===== src/tmr_consts.vh =====
// Purpose: constants of the 16-bit timer register block
// Assumes: word-indexed Avalon-MM register map, one byte per word
// Notes: offsets are word indices; byte address is four times the index
`ifndef TMR_CONSTS_VH
`define TMR_CONSTS_VH

// ***************************************************************
// register indices
// ***************************************************************
`define TMR_IDX_CNT_LO 4'h0
`define TMR_IDX_CNT_HI 4'h1
`define TMR_IDX_CMPA_LO 4'h2
`define TMR_IDX_CMPA_HI 4'h3
`define TMR_IDX_CMPB_LO 4'h4
`define TMR_IDX_CMPB_HI 4'h5
`define TMR_IDX_CAP_LO 4'h6
`define TMR_IDX_CAP_HI 4'h7
`define TMR_IDX_MASK 4'h8
`define TMR_IDX_FLAGS 4'h9
`define TMR_IDX_CTRL 4'ha
`define TMR_IDX_IACK 4'hb

// ***************************************************************
// bit positions in mask and flag registers
// ***************************************************************
`define TMR_BIT_CAP 5
`define TMR_BIT_MA 4
`define TMR_BIT_MB 3
`define TMR_BIT_OVF 2
`define TMR_FLAG_MASK 8'h3c

// ***************************************************************
// control register fields
// ***************************************************************
`define TMR_CTRL_WGM_LSB 0
`define TMR_CTRL_CS_LSB 4
`define TMR_CTRL_EDGE 7
`define TMR_CTRL_ACSEL 8
`define TMR_CTRL_FOCA 9
`define TMR_CTRL_FOCB 10

// ***************************************************************
// reset values and fixed tops
// ***************************************************************
`define TMR_RST_BYTE 8'h00
`define TMR_RST_WORD 16'h0000
`define TMR_MAX 16'hffff
`define TMR_TOP8 16'h00ff
`define TMR_TOP9 16'h01ff
`define TMR_TOP10 16'h03ff

`endif


===== src/tmr_regs.v =====
// Purpose: register access, compare, capture and flags of a 16-bit timer
// Assumes: single clock, Avalon-MM slave with waitrequest, one byte per word
// Notes: answers every access in the cycle after it is raised
//
// Function
// - counter read and written through high latch
// - one high latch shared by all 16-bit registers
// - counter write blocks next timer-tick match
// - compare registers continuously matched against counter
// - compare writes commit both bytes together
// - capture event copies counter into capture register
// - capture register can be counter upper limit
// - capture reads use shared high latch
// - enables: capture 5, A 4, B 3, overflow 2
// - request needs enable, global enable and flag
// - capture flag on event, or top when limit
// - match A flag set tick after match
// - match B flag set tick after match
// - force strobe leaves match flags unchanged
// - overflow flag per mode, max in normal, clear-on-match
// - flags clear by vector ack or write-one
// - PWM overflow at bottom or top; normal at max
// - capture limit disconnects capture pin
//
// Implementation choices: the address map and register access over Avalon-MM.
`include "tmr_consts.vh"

module tmr_regs (
	input wire clk_sys_i,
	input wire rst_n_i,
	input wire [3:0] avs_address_i,
	input wire avs_read_i,
	input wire avs_write_i,
	input wire [31:0] avs_writedata_i,
	output reg [31:0] avs_readdata_o,
	output reg avs_waitrequest_o,
	input wire global_irq_enable_i,
	input wire capture_input_pin_i,
	input wire comparator_out_i,
	output reg capture_irq_o,
	output reg match_a_irq_o,
	output reg match_b_irq_o,
	output reg overflow_irq_o,
	output reg match_a_o,
	output reg match_b_o,
	output reg force_match_a_strobe_o,
	output reg force_match_b_strobe_o
);

	// ***************************************************************
	// state
	// ***************************************************************
	reg [15:0] counter_value; // live count
	reg [15:0] compare_value_a; // compare A
	reg [15:0] compare_value_b; // compare B
	reg [15:0] captured_value; // capture / top
	reg [7:0] high_latch; // shared temporary high byte
	reg [7:0] timer_irq_mask; // enables
	reg [7:0] timer_irq_flags; // sticky flags
	reg [3:0] waveform_mode_field; // counting mode
	reg [2:0] clock_select; // prescaler choice
	reg edge_rising; // capture edge select
	reg cap_src_comp; // capture from comparator
	reg count_up; // direction in phase-correct modes
	reg block_match; // match blocked on next tick
	reg [9:0] prescale; // prescaler counter
	reg cap_s1, cap_s2, cap_s3; // pin synchroniser and history
	reg cmp_s1, cmp_s2, cmp_s3; // comparator synchroniser
	reg ma_hit, mb_hit; // matches seen on last tick
	reg serving; // access being answered

	// ***************************************************************
	// decode helpers
	// ***************************************************************
	// top value for a mode
	function [15:0] top_of;
		input [3:0] m;
		input [15:0] ocra;
		input [15:0] icr;
		begin
			case (m)
				4'h1, 4'h5: top_of = `TMR_TOP8;
				4'h2, 4'h6: top_of = `TMR_TOP9;
				4'h3, 4'h7: top_of = `TMR_TOP10;
				4'h4, 4'h9, 4'hb, 4'hf: top_of = ocra;
				4'h8, 4'ha, 4'hc, 4'he: top_of = icr;
				default: top_of = `TMR_MAX;
			endcase
		end
	endfunction

	// mode uses capture register as top
	function icr_top;
		input [3:0] m;
		begin
			icr_top = (m == 4'h8) || (m == 4'ha) || (m == 4'hc) || (m == 4'he);
		end
	endfunction

	wire [15:0] top = top_of(waveform_mode_field, compare_value_a, captured_value);
	wire phase_mode = (waveform_mode_field[3:2] == 2'b00 && waveform_mode_field != 4'h0)
		|| (waveform_mode_field[3:2] == 2'b10);
	wire fast_mode = (waveform_mode_field == 4'h5) || (waveform_mode_field == 4'h6)
		|| (waveform_mode_field == 4'h7) || (waveform_mode_field == 4'he)
		|| (waveform_mode_field == 4'hf);
	wire clear_on_match_mode = (waveform_mode_field == 4'h4)
		|| (waveform_mode_field == 4'hc);
	wire cap_limit = icr_top(waveform_mode_field);

	// ***************************************************************
	// timer tick from the prescaler
	// ***************************************************************
	reg tick;
	always @* begin
		case (clock_select)
			3'h1: tick = 1'b1;
			3'h2: tick = (prescale[2:0] == 3'h7);
			3'h3: tick = (prescale[5:0] == 6'h3f);
			3'h4: tick = (prescale[7:0] == 8'hff);
			3'h5: tick = (prescale == 10'h3ff);
			default: tick = 1'b0; // stopped, external clock not wired here
		endcase
	end

	// ***************************************************************
	// bus decode
	// ***************************************************************
	wire acc = (avs_read_i | avs_write_i) & ~serving; // take once, answer next cycle
	wire wr = avs_write_i & acc;
	wire rd = avs_read_i & acc;
	wire [7:0] wbyte = avs_writedata_i[7:0];
	wire [15:0] wword = {high_latch, wbyte};

	// capture event: synchronised pin or comparator, chosen edge
	wire src_now = cap_src_comp ? cmp_s2 : cap_s2;
	wire src_old = cap_src_comp ? cmp_s3 : cap_s3;
	wire cap_evt = ~cap_limit && (edge_rising ? (src_now & ~src_old)
		: (~src_now & src_old));

	// count stage
	wire at_top = (counter_value == top);
	wire at_bot = (counter_value == `TMR_RST_WORD);
	wire ma_now = (counter_value == compare_value_a);
	wire mb_now = (counter_value == compare_value_b);

	// overflow event per mode
	wire ovf_evt = tick && (phase_mode ? (at_bot && !count_up)
		: fast_mode ? at_top
		: (counter_value == `TMR_MAX));
	wire cap_top_evt = tick && cap_limit && at_top;

	// software clears: write-one or vector acknowledge
	wire [7:0] clr_w1 = (wr && avs_address_i == `TMR_IDX_FLAGS) ? wbyte : 8'h00;
	wire [7:0] clr_ack = (wr && avs_address_i == `TMR_IDX_IACK) ? wbyte : 8'h00;
	wire [7:0] clr = (clr_w1 | clr_ack) & `TMR_FLAG_MASK;

	// ***************************************************************
	// prescaler, synchronisers
	// ***************************************************************
	always @(posedge clk_sys_i) begin
		if (!rst_n_i) begin
			prescale <= 10'h000;
			cap_s1 <= 1'b0;
			cap_s2 <= 1'b0;
			cap_s3 <= 1'b0;
			cmp_s1 <= 1'b0;
			cmp_s2 <= 1'b0;
			cmp_s3 <= 1'b0;
		end else begin
			prescale <= prescale + 10'h001;
			cap_s1 <= capture_input_pin_i;
			cap_s2 <= cap_s1;
			cap_s3 <= cap_s2;
			cmp_s1 <= comparator_out_i;
			cmp_s2 <= cmp_s1;
			cmp_s3 <= cmp_s2;
		end
	end

	// ***************************************************************
	// counter, compare, capture and latch
	// ***************************************************************
	always @(posedge clk_sys_i) begin
		if (!rst_n_i) begin
			counter_value <= `TMR_RST_WORD;
			compare_value_a <= `TMR_RST_WORD;
			compare_value_b <= `TMR_RST_WORD;
			captured_value <= `TMR_RST_WORD;
			high_latch <= `TMR_RST_BYTE;
			count_up <= 1'b1;
			block_match <= 1'b0;
			ma_hit <= 1'b0;
			mb_hit <= 1'b0;
		end else begin
			// matches on this tick, unless blocked by a counter write
			if (tick) begin
				ma_hit <= ma_now & ~block_match;
				mb_hit <= mb_now & ~block_match;
				block_match <= 1'b0;
			end else begin
				ma_hit <= 1'b0;
				mb_hit <= 1'b0;
			end
			// counting
			if (tick) begin
				if (phase_mode) begin
					if (count_up && at_top) begin
						count_up <= 1'b0;
						counter_value <= counter_value - 16'h0001;
					end else if (!count_up && at_bot) begin
						count_up <= 1'b1;
						counter_value <= counter_value + 16'h0001;
					end else if (count_up) begin
						counter_value <= counter_value + 16'h0001;
					end else begin
						counter_value <= counter_value - 16'h0001;
					end
				end else if ((clear_on_match_mode || fast_mode) && at_top) begin
					counter_value <= `TMR_RST_WORD;
				end else begin
					counter_value <= counter_value + 16'h0001;
				end
			end
			// capture copy
			if (cap_evt)
				captured_value <= counter_value;
			// register writes: low byte commits latch and byte together
			if (wr) begin
				case (avs_address_i)
					`TMR_IDX_CNT_HI, `TMR_IDX_CMPA_HI, `TMR_IDX_CMPB_HI,
					`TMR_IDX_CAP_HI: begin
						high_latch <= wbyte;
					end
					`TMR_IDX_CNT_LO: begin
						counter_value <= wword; // write wins over count
						block_match <= 1'b1;
					end
					`TMR_IDX_CMPA_LO: compare_value_a <= wword;
					`TMR_IDX_CMPB_LO: compare_value_b <= wword;
					`TMR_IDX_CAP_LO: captured_value <= wword; // top setting
					default: ;
				endcase
			end
			// counter and capture low-byte reads latch the high byte
			if (rd && avs_address_i == `TMR_IDX_CNT_LO)
				high_latch <= counter_value[15:8];
			if (rd && avs_address_i == `TMR_IDX_CAP_LO)
				high_latch <= captured_value[15:8];
		end
	end

	// ***************************************************************
	// control, mask and flags
	// ***************************************************************
	always @(posedge clk_sys_i) begin
		if (!rst_n_i) begin
			timer_irq_mask <= `TMR_RST_BYTE;
			timer_irq_flags <= `TMR_RST_BYTE;
			waveform_mode_field <= 4'h0;
			clock_select <= 3'h0;
			edge_rising <= 1'b0;
			cap_src_comp <= 1'b0;
			force_match_a_strobe_o <= 1'b0;
			force_match_b_strobe_o <= 1'b0;
		end else begin
			force_match_a_strobe_o <= 1'b0;
			force_match_b_strobe_o <= 1'b0;
			if (wr && avs_address_i == `TMR_IDX_MASK)
				timer_irq_mask <= wbyte & `TMR_FLAG_MASK;
			if (wr && avs_address_i == `TMR_IDX_CTRL) begin
				waveform_mode_field <= avs_writedata_i[`TMR_CTRL_WGM_LSB +: 4];
				clock_select <= avs_writedata_i[`TMR_CTRL_CS_LSB +: 3];
				edge_rising <= avs_writedata_i[`TMR_CTRL_EDGE];
				cap_src_comp <= avs_writedata_i[`TMR_CTRL_ACSEL];
				// strobes act only in non-PWM modes, never touch flags
				force_match_a_strobe_o <= avs_writedata_i[`TMR_CTRL_FOCA]
					& ~(phase_mode | fast_mode);
				force_match_b_strobe_o <= avs_writedata_i[`TMR_CTRL_FOCB]
					& ~(phase_mode | fast_mode);
			end
			// set wins over clear in the same cycle
			timer_irq_flags[`TMR_BIT_CAP] <= (cap_evt | cap_top_evt)
				| (timer_irq_flags[`TMR_BIT_CAP] & ~clr[`TMR_BIT_CAP]);
			timer_irq_flags[`TMR_BIT_MA] <= ma_hit
				| (timer_irq_flags[`TMR_BIT_MA] & ~clr[`TMR_BIT_MA]);
			timer_irq_flags[`TMR_BIT_MB] <= mb_hit
				| (timer_irq_flags[`TMR_BIT_MB] & ~clr[`TMR_BIT_MB]);
			timer_irq_flags[`TMR_BIT_OVF] <= ovf_evt
				| (timer_irq_flags[`TMR_BIT_OVF] & ~clr[`TMR_BIT_OVF]);
		end
	end

	// ***************************************************************
	// interrupt requests and match outputs
	// ***************************************************************
	always @(posedge clk_sys_i) begin
		if (!rst_n_i) begin
			capture_irq_o <= 1'b0;
			match_a_irq_o <= 1'b0;
			match_b_irq_o <= 1'b0;
			overflow_irq_o <= 1'b0;
			match_a_o <= 1'b0;
			match_b_o <= 1'b0;
		end else begin
			// request = enable & global enable & flag
			capture_irq_o <= global_irq_enable_i & timer_irq_mask[`TMR_BIT_CAP]
				& timer_irq_flags[`TMR_BIT_CAP];
			match_a_irq_o <= global_irq_enable_i & timer_irq_mask[`TMR_BIT_MA]
				& timer_irq_flags[`TMR_BIT_MA];
			match_b_irq_o <= global_irq_enable_i & timer_irq_mask[`TMR_BIT_MB]
				& timer_irq_flags[`TMR_BIT_MB];
			overflow_irq_o <= global_irq_enable_i & timer_irq_mask[`TMR_BIT_OVF]
				& timer_irq_flags[`TMR_BIT_OVF];
			// match pulses for the waveform generator
			match_a_o <= tick & ma_now & ~block_match;
			match_b_o <= tick & mb_now & ~block_match;
		end
	end

	// ***************************************************************
	// Avalon slave answer
	// ***************************************************************
	reg [7:0] rbyte;
	always @* begin
		case (avs_address_i)
			`TMR_IDX_CNT_LO: rbyte = counter_value[7:0];
			`TMR_IDX_CMPA_LO: rbyte = compare_value_a[7:0];
			`TMR_IDX_CMPA_HI: rbyte = compare_value_a[15:8];
			`TMR_IDX_CMPB_LO: rbyte = compare_value_b[7:0];
			`TMR_IDX_CMPB_HI: rbyte = compare_value_b[15:8];
			`TMR_IDX_CAP_LO: rbyte = captured_value[7:0];
			`TMR_IDX_CNT_HI, `TMR_IDX_CAP_HI: rbyte = high_latch;
			`TMR_IDX_MASK: rbyte = timer_irq_mask;
			`TMR_IDX_FLAGS: rbyte = timer_irq_flags;
			`TMR_IDX_CTRL: rbyte = {edge_rising, clock_select, waveform_mode_field};
			default: rbyte = 8'h00; // unmapped reads zero
		endcase
	end

	// wait one cycle, then release with data
	always @(posedge clk_sys_i) begin
		if (!rst_n_i) begin
			serving <= 1'b0;
			avs_waitrequest_o <= 1'b1;
			avs_readdata_o <= 32'h00000000;
		end else begin
			serving <= acc;
			avs_waitrequest_o <= ~acc;
			if (rd)
				avs_readdata_o <= {23'h000000, (avs_address_i == `TMR_IDX_CTRL) ?
					cap_src_comp : 1'b0, rbyte};
		end
	end

endmodule


===== config.mk =====
export PLATFORM = sky130hd
export DESIGN_NAME = tmr_regs
export DESIGN_NICKNAME = d
export VERILOG_FILES = /design/src/tmr_regs.v
export VERILOG_INCLUDE_DIRS = /design/src
export SDC_FILE = /design/constraint.sdc
export NUM_CORES = 1
export LEC_CHECK = 0
export BUFFER_PORTS_ARGS = -buffer_cell sky130_fd_sc_hd__buf_2
export CAP_MARGIN = 20
export CORE_MARGIN = 5
export CORE_UTILIZATION = 33
export CTS_CLUSTER_SIZE = 30
export DETAILED_ROUTE_END_ITERATION = 16
export PLACE_DENSITY = 0.61
export SKIP_CTS_REPAIR_TIMING = 1
export SYNTH_ARGS = -nofsm -noshare
export SYNTH_HDL_FRONTEND = slang
export SYNTH_SLANG_ARGS = --single-unit

===== constraint.sdc =====
create_clock -name clk_sys_i -period 7.2 [get_ports clk_sys_i]
set_input_delay 0.36 -clock clk_sys_i [delete_from_list [all_inputs] [get_ports clk_sys_i]]
set_output_delay 0.36 -clock clk_sys_i [all_outputs]
set_load 0.02 [all_outputs]

==> impl_results.md, run 1 <==
- Async S/R FF share, synth: 0%
- Final setup fails: 0
- Placement Rows: between 50 and 60
- R2R Setup Slk: 2.29 ns
- Layout cells sized above 1: a little under a tenth
- TritonCTS clock tree: built
- Startpoint types: flip-flop
- First-pass DRT Iterations: 6
- Initial DRC Count: approximately 840
- Worst setup path category: reg2reg
- Area leader, netlist: dfxtp_1
- Largest cells by area after synthesis: dfxtp_1 33%, nand2_1 6.9%, a21oi_1 5.5%, nor2_1 5.0%, o21ai_0 4.9%
- Via count: roughly 7700
- Main synth FF type: dfxtp_1
- Post-synthesis register bit count: approximately 130
- DR DRC count: 0
- Clk slew on worst S/H paths: ~0.06 ns
- Detailed Place HPWL: 18400 um
- Seq. cell area: around 2600 um^2
- Full die area: between 20000 and 30000 um^2
- Crit Path Max Fanout: 18
- TritonCTS Buffers: 17
- Port Buf Inserts: 39
- Min-delay worst type: in2reg
- Synth Cell Area: 7710 um^2
- Drt wl/cell: roughly 20 um
- Layout fillers: between 2000 and 2500
- Synth-to-layout area growth: 11.6%
- RePlAce Congestion: 0.948
- Final Cycle Share: between 60% and 70%
- Status: complete, no violations
- Post-layout util: 37.0%
- Worst skew pair latency: between 0.4 and 0.5 ns
- CTS root buf: clkbuf_16
- Multi-input gate area: 4690 um^2
- Die Y: 163 um
- Max VDD drop: approximately 0.00012 V
- Power Density: about 210 nW/um^2
- Slew Limit Fails: 0
- Nets: roughly 1100
- WL final: around 27000 um
- Initial antenna violation count: 0
- Starting Density: about 33%
- Synth Instances: 1033
- Period minus WS final: just under 5 ns
- Worst-margin pin slew: ~1 ns
- Antenna Violating Nets Remaining: 0
- Vias in the first global route: ~7000
- Worst hold margin: around 0.12 ns
- RSZ-0062 raised after global routing: no
- Syn avg cell area: approximately 7.5 um^2
- Lkg Pwr: 3.33 nW
- H-tree level count: 4
- CP endpoint kind: flip-flop
- Crit path required time: between 7 and 8 ns
- Final hold vios: 0
- Synth Warn #: 0
- Count of cell types in the netlist: 71
- Std-Cell Core Area: around 23000 um^2
- Setup TNS: 0 ns
- Sink Count: 128
- Seq/Total Area, Yosys: around 33%
- Chip Width: 163 um
- Pin count of the biggest net entering global routing: 61
- EDFF count, synth: 0
- Clock Path Buffers: 2
- Gr usage total: about 20%
- Slew HR: between 30% and 40%
- Total grt overflow: 0
- CP arrival: ~5.2 ns
- Clk_skew: 0.00950 ns
- IO Pins: between 80 and 90
- Vias per cell: 5.71
- Peak Freq: roughly 200 MHz
- Yosys top cell area share: 33.2%
- Max Cap Violations: 0
- Wire length of the first global-routing pass: a little over 40000 um
[registers in the layout (all words and copies together) (netlist names), 3 cells and up]
| register | flops |
|---|---|
| clock_select | 3 |
| timer_irq_mask | 4 |
| avs_readdata_o | 9 |
| counter_value | 16 |
| compare_value_b | 16 |
| prescale | 10 |
| high_latch | 8 |
| captured_value | 16 |
| compare_value_a | 16 |
| timer_irq_flags | 4 |
| waveform_mode_field | 4 |
[worst max-delay path: stages, from the launching register on]
cell and delay, ns:
dfxtp_1 0.80, nor2b_1 0.76, a2bb2oi_1 0.18, o21ai_0 0.19
o221ai_1 0.13, or4_1 0.58, or4_1 0.70, a21oi_1 0.82
o21ai_0 0.17, a221oi_1 0.34, a21oi_1 0.11
[through the flow]
stage / worst slack, ns / instances / area [um^2] / total power [mW]
2_1_floorplan: 3.72 / 1055 / 7790 / 0.890
5_1_grt: 2.07 / 1356 / 8600 / 1.84
6_report: 2.29 / 1357 / 8610 / 1.78
3_5_place_dp: 2.39 / 1323 / 8010 / 0.939
3_3_place_gp: 2.48 / 1323 / 8010 / 0.938
4_1_cts: 2.37 / 1355 / 8590 / 1.79
[path summary, 6_finish.rpt]
kind                                        startpoint                     end  depth (start not counted)
worst max-delay path            waveform_mode_field[2]        counter_value[9]                         10
worst min-delay path               avs_writedata_i[10]  force_match_b_strobe_o                          2
worst max register to register  waveform_mode_field[2]        counter_value[9]                         10
worst min register to register                  cap_s1                  cap_s2                          1
[synthesized netlist by cell type (6+ instances only)]
| cell type | n |
|---|---|
| a211oi_1 | 21 |
| a21oi_1 | 84 |
| a221oi_1 | 7 |
| a22oi_1 | 14 |
| a31oi_1 | 17 |
| and2_1 | 14 |
| and3_1 | 18 |
| buf_4 | 24 |
| clkbuf_1 | 71 |
| dfxtp_1 | 128 |
| inv_1 | 16 |
| mux2i_1 | 37 |
| nand2_1 | 141 |
| nand2b_1 | 7 |
| nand3_1 | 29 |
| nand3b_1 | 6 |
| nand4_1 | 8 |
| nor2_1 | 103 |
| nor2b_1 | 16 |
| nor3_1 | 27 |
| nor3b_1 | 6 |
| nor4_1 | 12 |
| o21ai_0 | 75 |
| o22ai_1 | 7 |
| or3_1 | 6 |
| or4_1 | 6 |
| xnor2_1 | 12 |
| xor2_1 | 31 |
[area by class of cell]
class | instances | area share [%]
multi-input cells | 807 | 54.5
flip-flops and latches | 128 | 29.8
clock buffers | 21 | 5.47
well taps | 319 | 4.64
repair buffers | 53 | 3.58
clock inverters | 11 | 1.24
inverters | 17 | 0.741
diodes | 1 | 0.0291
[cell families after synthesis]
group | Yosys count | synth area share, %
simple gates | 408 | 24.9
compound gates | 286 | 23.6
flops | 128 | 33.2
buf+inv | 120 | 7.07
xor+xnor | 43 | 4.88
mux | 43 | 5.68
fa+ha+maj | 4 | 0.649
other cells | 1 | 0.0486
[power breakdown]
part | leakage, nW | internal, mW | switching, mW
Sequential | 1.04 | 0.723 | 0.0294
Clock | 0.276 | 0.504 | 0.348
Combinational | 2.02 | 0.0557 | 0.123
[metal layers]
metal / part of all wire, % / vias to the layer above / global-route usage (%)
li1: - / 3641 / -
met1: 44 / 3682 / 27.5
met2: 44 / 373 / 30.3
met3: 9.2 / 51 / 4.81
met4: 2.7 / 0 / 6.82
met5: 0 / - / 0
[placed cells by master, fill, tap and decap left out, types with 16 or more instances in the layout]
cell       synthesis  layout
nor2b_1           16      16
nand3_1           29      29
nor3_1            27      27
clkbuf_16          0      17
o21ai_0           75      75
xor2_1            31      31
nand2_1          141     141
buf_2              4      39
a211oi_1          21      21
a21oi_1           84      84
conb_1             1      23
mux2i_1           37      37
nor2_1           103     103
and3_1            18      18
dfxtp_1          128     128
a31oi_1           17      17
Note: power is estimated with default switching activity, not from simulation.
==> run 2, diff against run 1 <==
==> constraint.sdc (replaced) <==
create_clock -name clk_sys_i -period 4.55 [get_ports clk_sys_i]
set_input_delay 0.2275 -clock clk_sys_i [delete_from_list [all_inputs] [get_ports clk_sys_i]]
set_output_delay 0.2275 -clock clk_sys_i [all_outputs]
set_load 0.02 [all_outputs]
==> impl_results.md, run 2 (synthesis results as in run 1) <==
- Status: complete, but fails checks
- Failing checks: negative hold slack
- RSZ-0062 raised after global routing: no
- Peak Freq: between 200 and 250 MHz
- CP endpoint kind: flip-flop
- Clk slew on worst S/H paths: ~0.06 ns
- Initial antenna violation count: 0
- CP delay by family, top: compound AO/OA/AOI/OAI gates
- Power Density: approximately 330 nW/um^2
- Cells after DPL: ~1300
- Nets: 1084
- CP arrival: 4.40 ns
- Cell Chain, Critical Path: clkinv_1 > o311a_1 > a311o_1 > or4_1 > o41a_1 > nor3_2 > a221oi_1 > a31o_2 > a41oi_1
- WL met3: around 2700 um
- Met2 wire length: ~12000 um
- CP max stage delay: 0.63 ns
- Period minus WS final: around 4.1 ns
- Crit-path slowest cell: o41a_1
- Gr usage total: between 20% and 30%
- Worst skew pair latency: between 0.4 and 0.5 ns
- Fin cells: 1369
- Placed cell areas: a little over 8000 um^2
- Clock Path Buffers: 2
- RePlAce Congestion: 0.989
- Synth-to-layout area growth: 13.1%
- Initial DRC Count: approximately 910
- Layout cells sized above 1: about a tenth
- Crit path required time: roughly 4.9 ns
- Chip Width: ~160 um
- Slew HR: 42.1%
- Worst-margin pin slew: about 0.86 ns
- Via count: 7839
- Total grt overflow: 0
- First-pass DRT Iterations: 6
- Commonest non-fill, non-tap cell in the layout: nand2_1
- Worst hold margin: -0.000575 ns
- Starting Density: about 33%
- Number of antenna diodes: 0
- Final hold vios: 2
- Final WS setup: 0.500 ns
- Slew Limit Fails: 0
- Lkg Pwr: between 3 and 4 nW
- Placement Rows: 56
- Port Buf Inserts: 39
- Detailed Place HPWL: between 15000 and 20000 um
- Setup TNS: 0 ns
- DR DRC count: 0
- Most frequent cells in the layout: 141 x nand2_1, 128 x dfxtp_1, 103 x nor2_1, 84 x a21oi_1, 75 x o21ai_0
- Antenna Violating Nets Remaining: 0
- Drt wl/cell: 20.1 um
- Vias in the first global route: about 7100
- TritonCTS Buffers: 17
- Worst setup path category: reg2reg
- Metal-1 WL: between 10000 and 15000 um
- Min-delay worst type: in2reg
- H-tree level count: 4
- WL final: 27500 um
- Full die area: around 27000 um^2
- CP Buf/Inv Count: 1
- Max VDD drop: 0.000210 V
- Highest routed layer: met4
- Final Cycle Share: 89.0%
- TritonCTS clock tree: built
- IO Pins: 84
- Wire length of the first global-routing pass: 42500 um
- CTS root buf: clkbuf_16
- Final setup fails: 0
- Vias per cell: approximately 5.7
- Die Y: about 160 um
- Startpoint types: flip-flop
- Dpl ws: 0.591 ns
- Final Instance Area: 8720 um^2
- Crit Path Max Fanout: 13
- Sink Count: about 130
- Clk_skew: about 0.0091 ns
- Max Cap Violations: 0
- Pin count of the biggest net entering global routing: 57
- Std-Cell Core Area: 23300 um^2
==> run 2: cell count changes in the layout (fill, tap and decap cells not counted) <==
cell	before	now
buf_8	1	0
clkbuf_1	1	0
clkinvlp_4	3	2
clkinv_2	2	1
clkbuf_8	3	2
inv_6	1	5
dlygate4sd3_1	0	1
buf_16	0	1
diode_2	1	0
buf_4	13	25
==> run 2: stage by stage <==
step	power (mW)	hold slack, ns	util, %
floorplan	1.41	0.349	-
global placement	1.50	0.415	34.8
detailed placement	1.50	0.421	34.8
CTS	2.84	-0.0111	37.3
global route	2.94	0.0109	37.5
finish	2.84	-0.000575	37.5
==> run 2: cell type report <==
type / instances / area, um^2
Inverter: 17 / 63.8
Timing Repair Buffer: 66 / 420
Sequential cell: 128 / 2560
Fill cell: 2480 / 14500
Clock buffer: 19 / 453
Clock inverter: 13 / 129
Multi-Input combinational cell: 807 / 4690
Tap cell: 319 / 399
==> run 2: power by group <==
part	switching (mW)	internal, mW	leakage, nW
registers	0.0359	1.14	1.04
clock network	0.564	0.791	0.281
logic	0.211	0.0943	2.09
total	0.811	2.03	3.41
==> run 2: worst paths after layout <==
check | startpoint | end | slack (ns) | depth (start not counted)
setup / recovery | waveform_mode_field[3] | counter_value[3] | 0.50 | 9
hold / removal | avs_writedata_i[10] | force_match_b_strobe_o | -0.0006 | 2
setup reg to reg | waveform_mode_field[3] | counter_value[3] | 0.50 | 9
hold reg to reg | cmp_s1 | cmp_s2 | 0.43 | 1
==> run 2: per-layer routing <==
metal  global-route usage (%)  up-vias
li1                         -     3670
met1                     28.3     3675
met2                     31.8      424
met3                     4.58       70
met4                     7.32        0
met5                        0        -
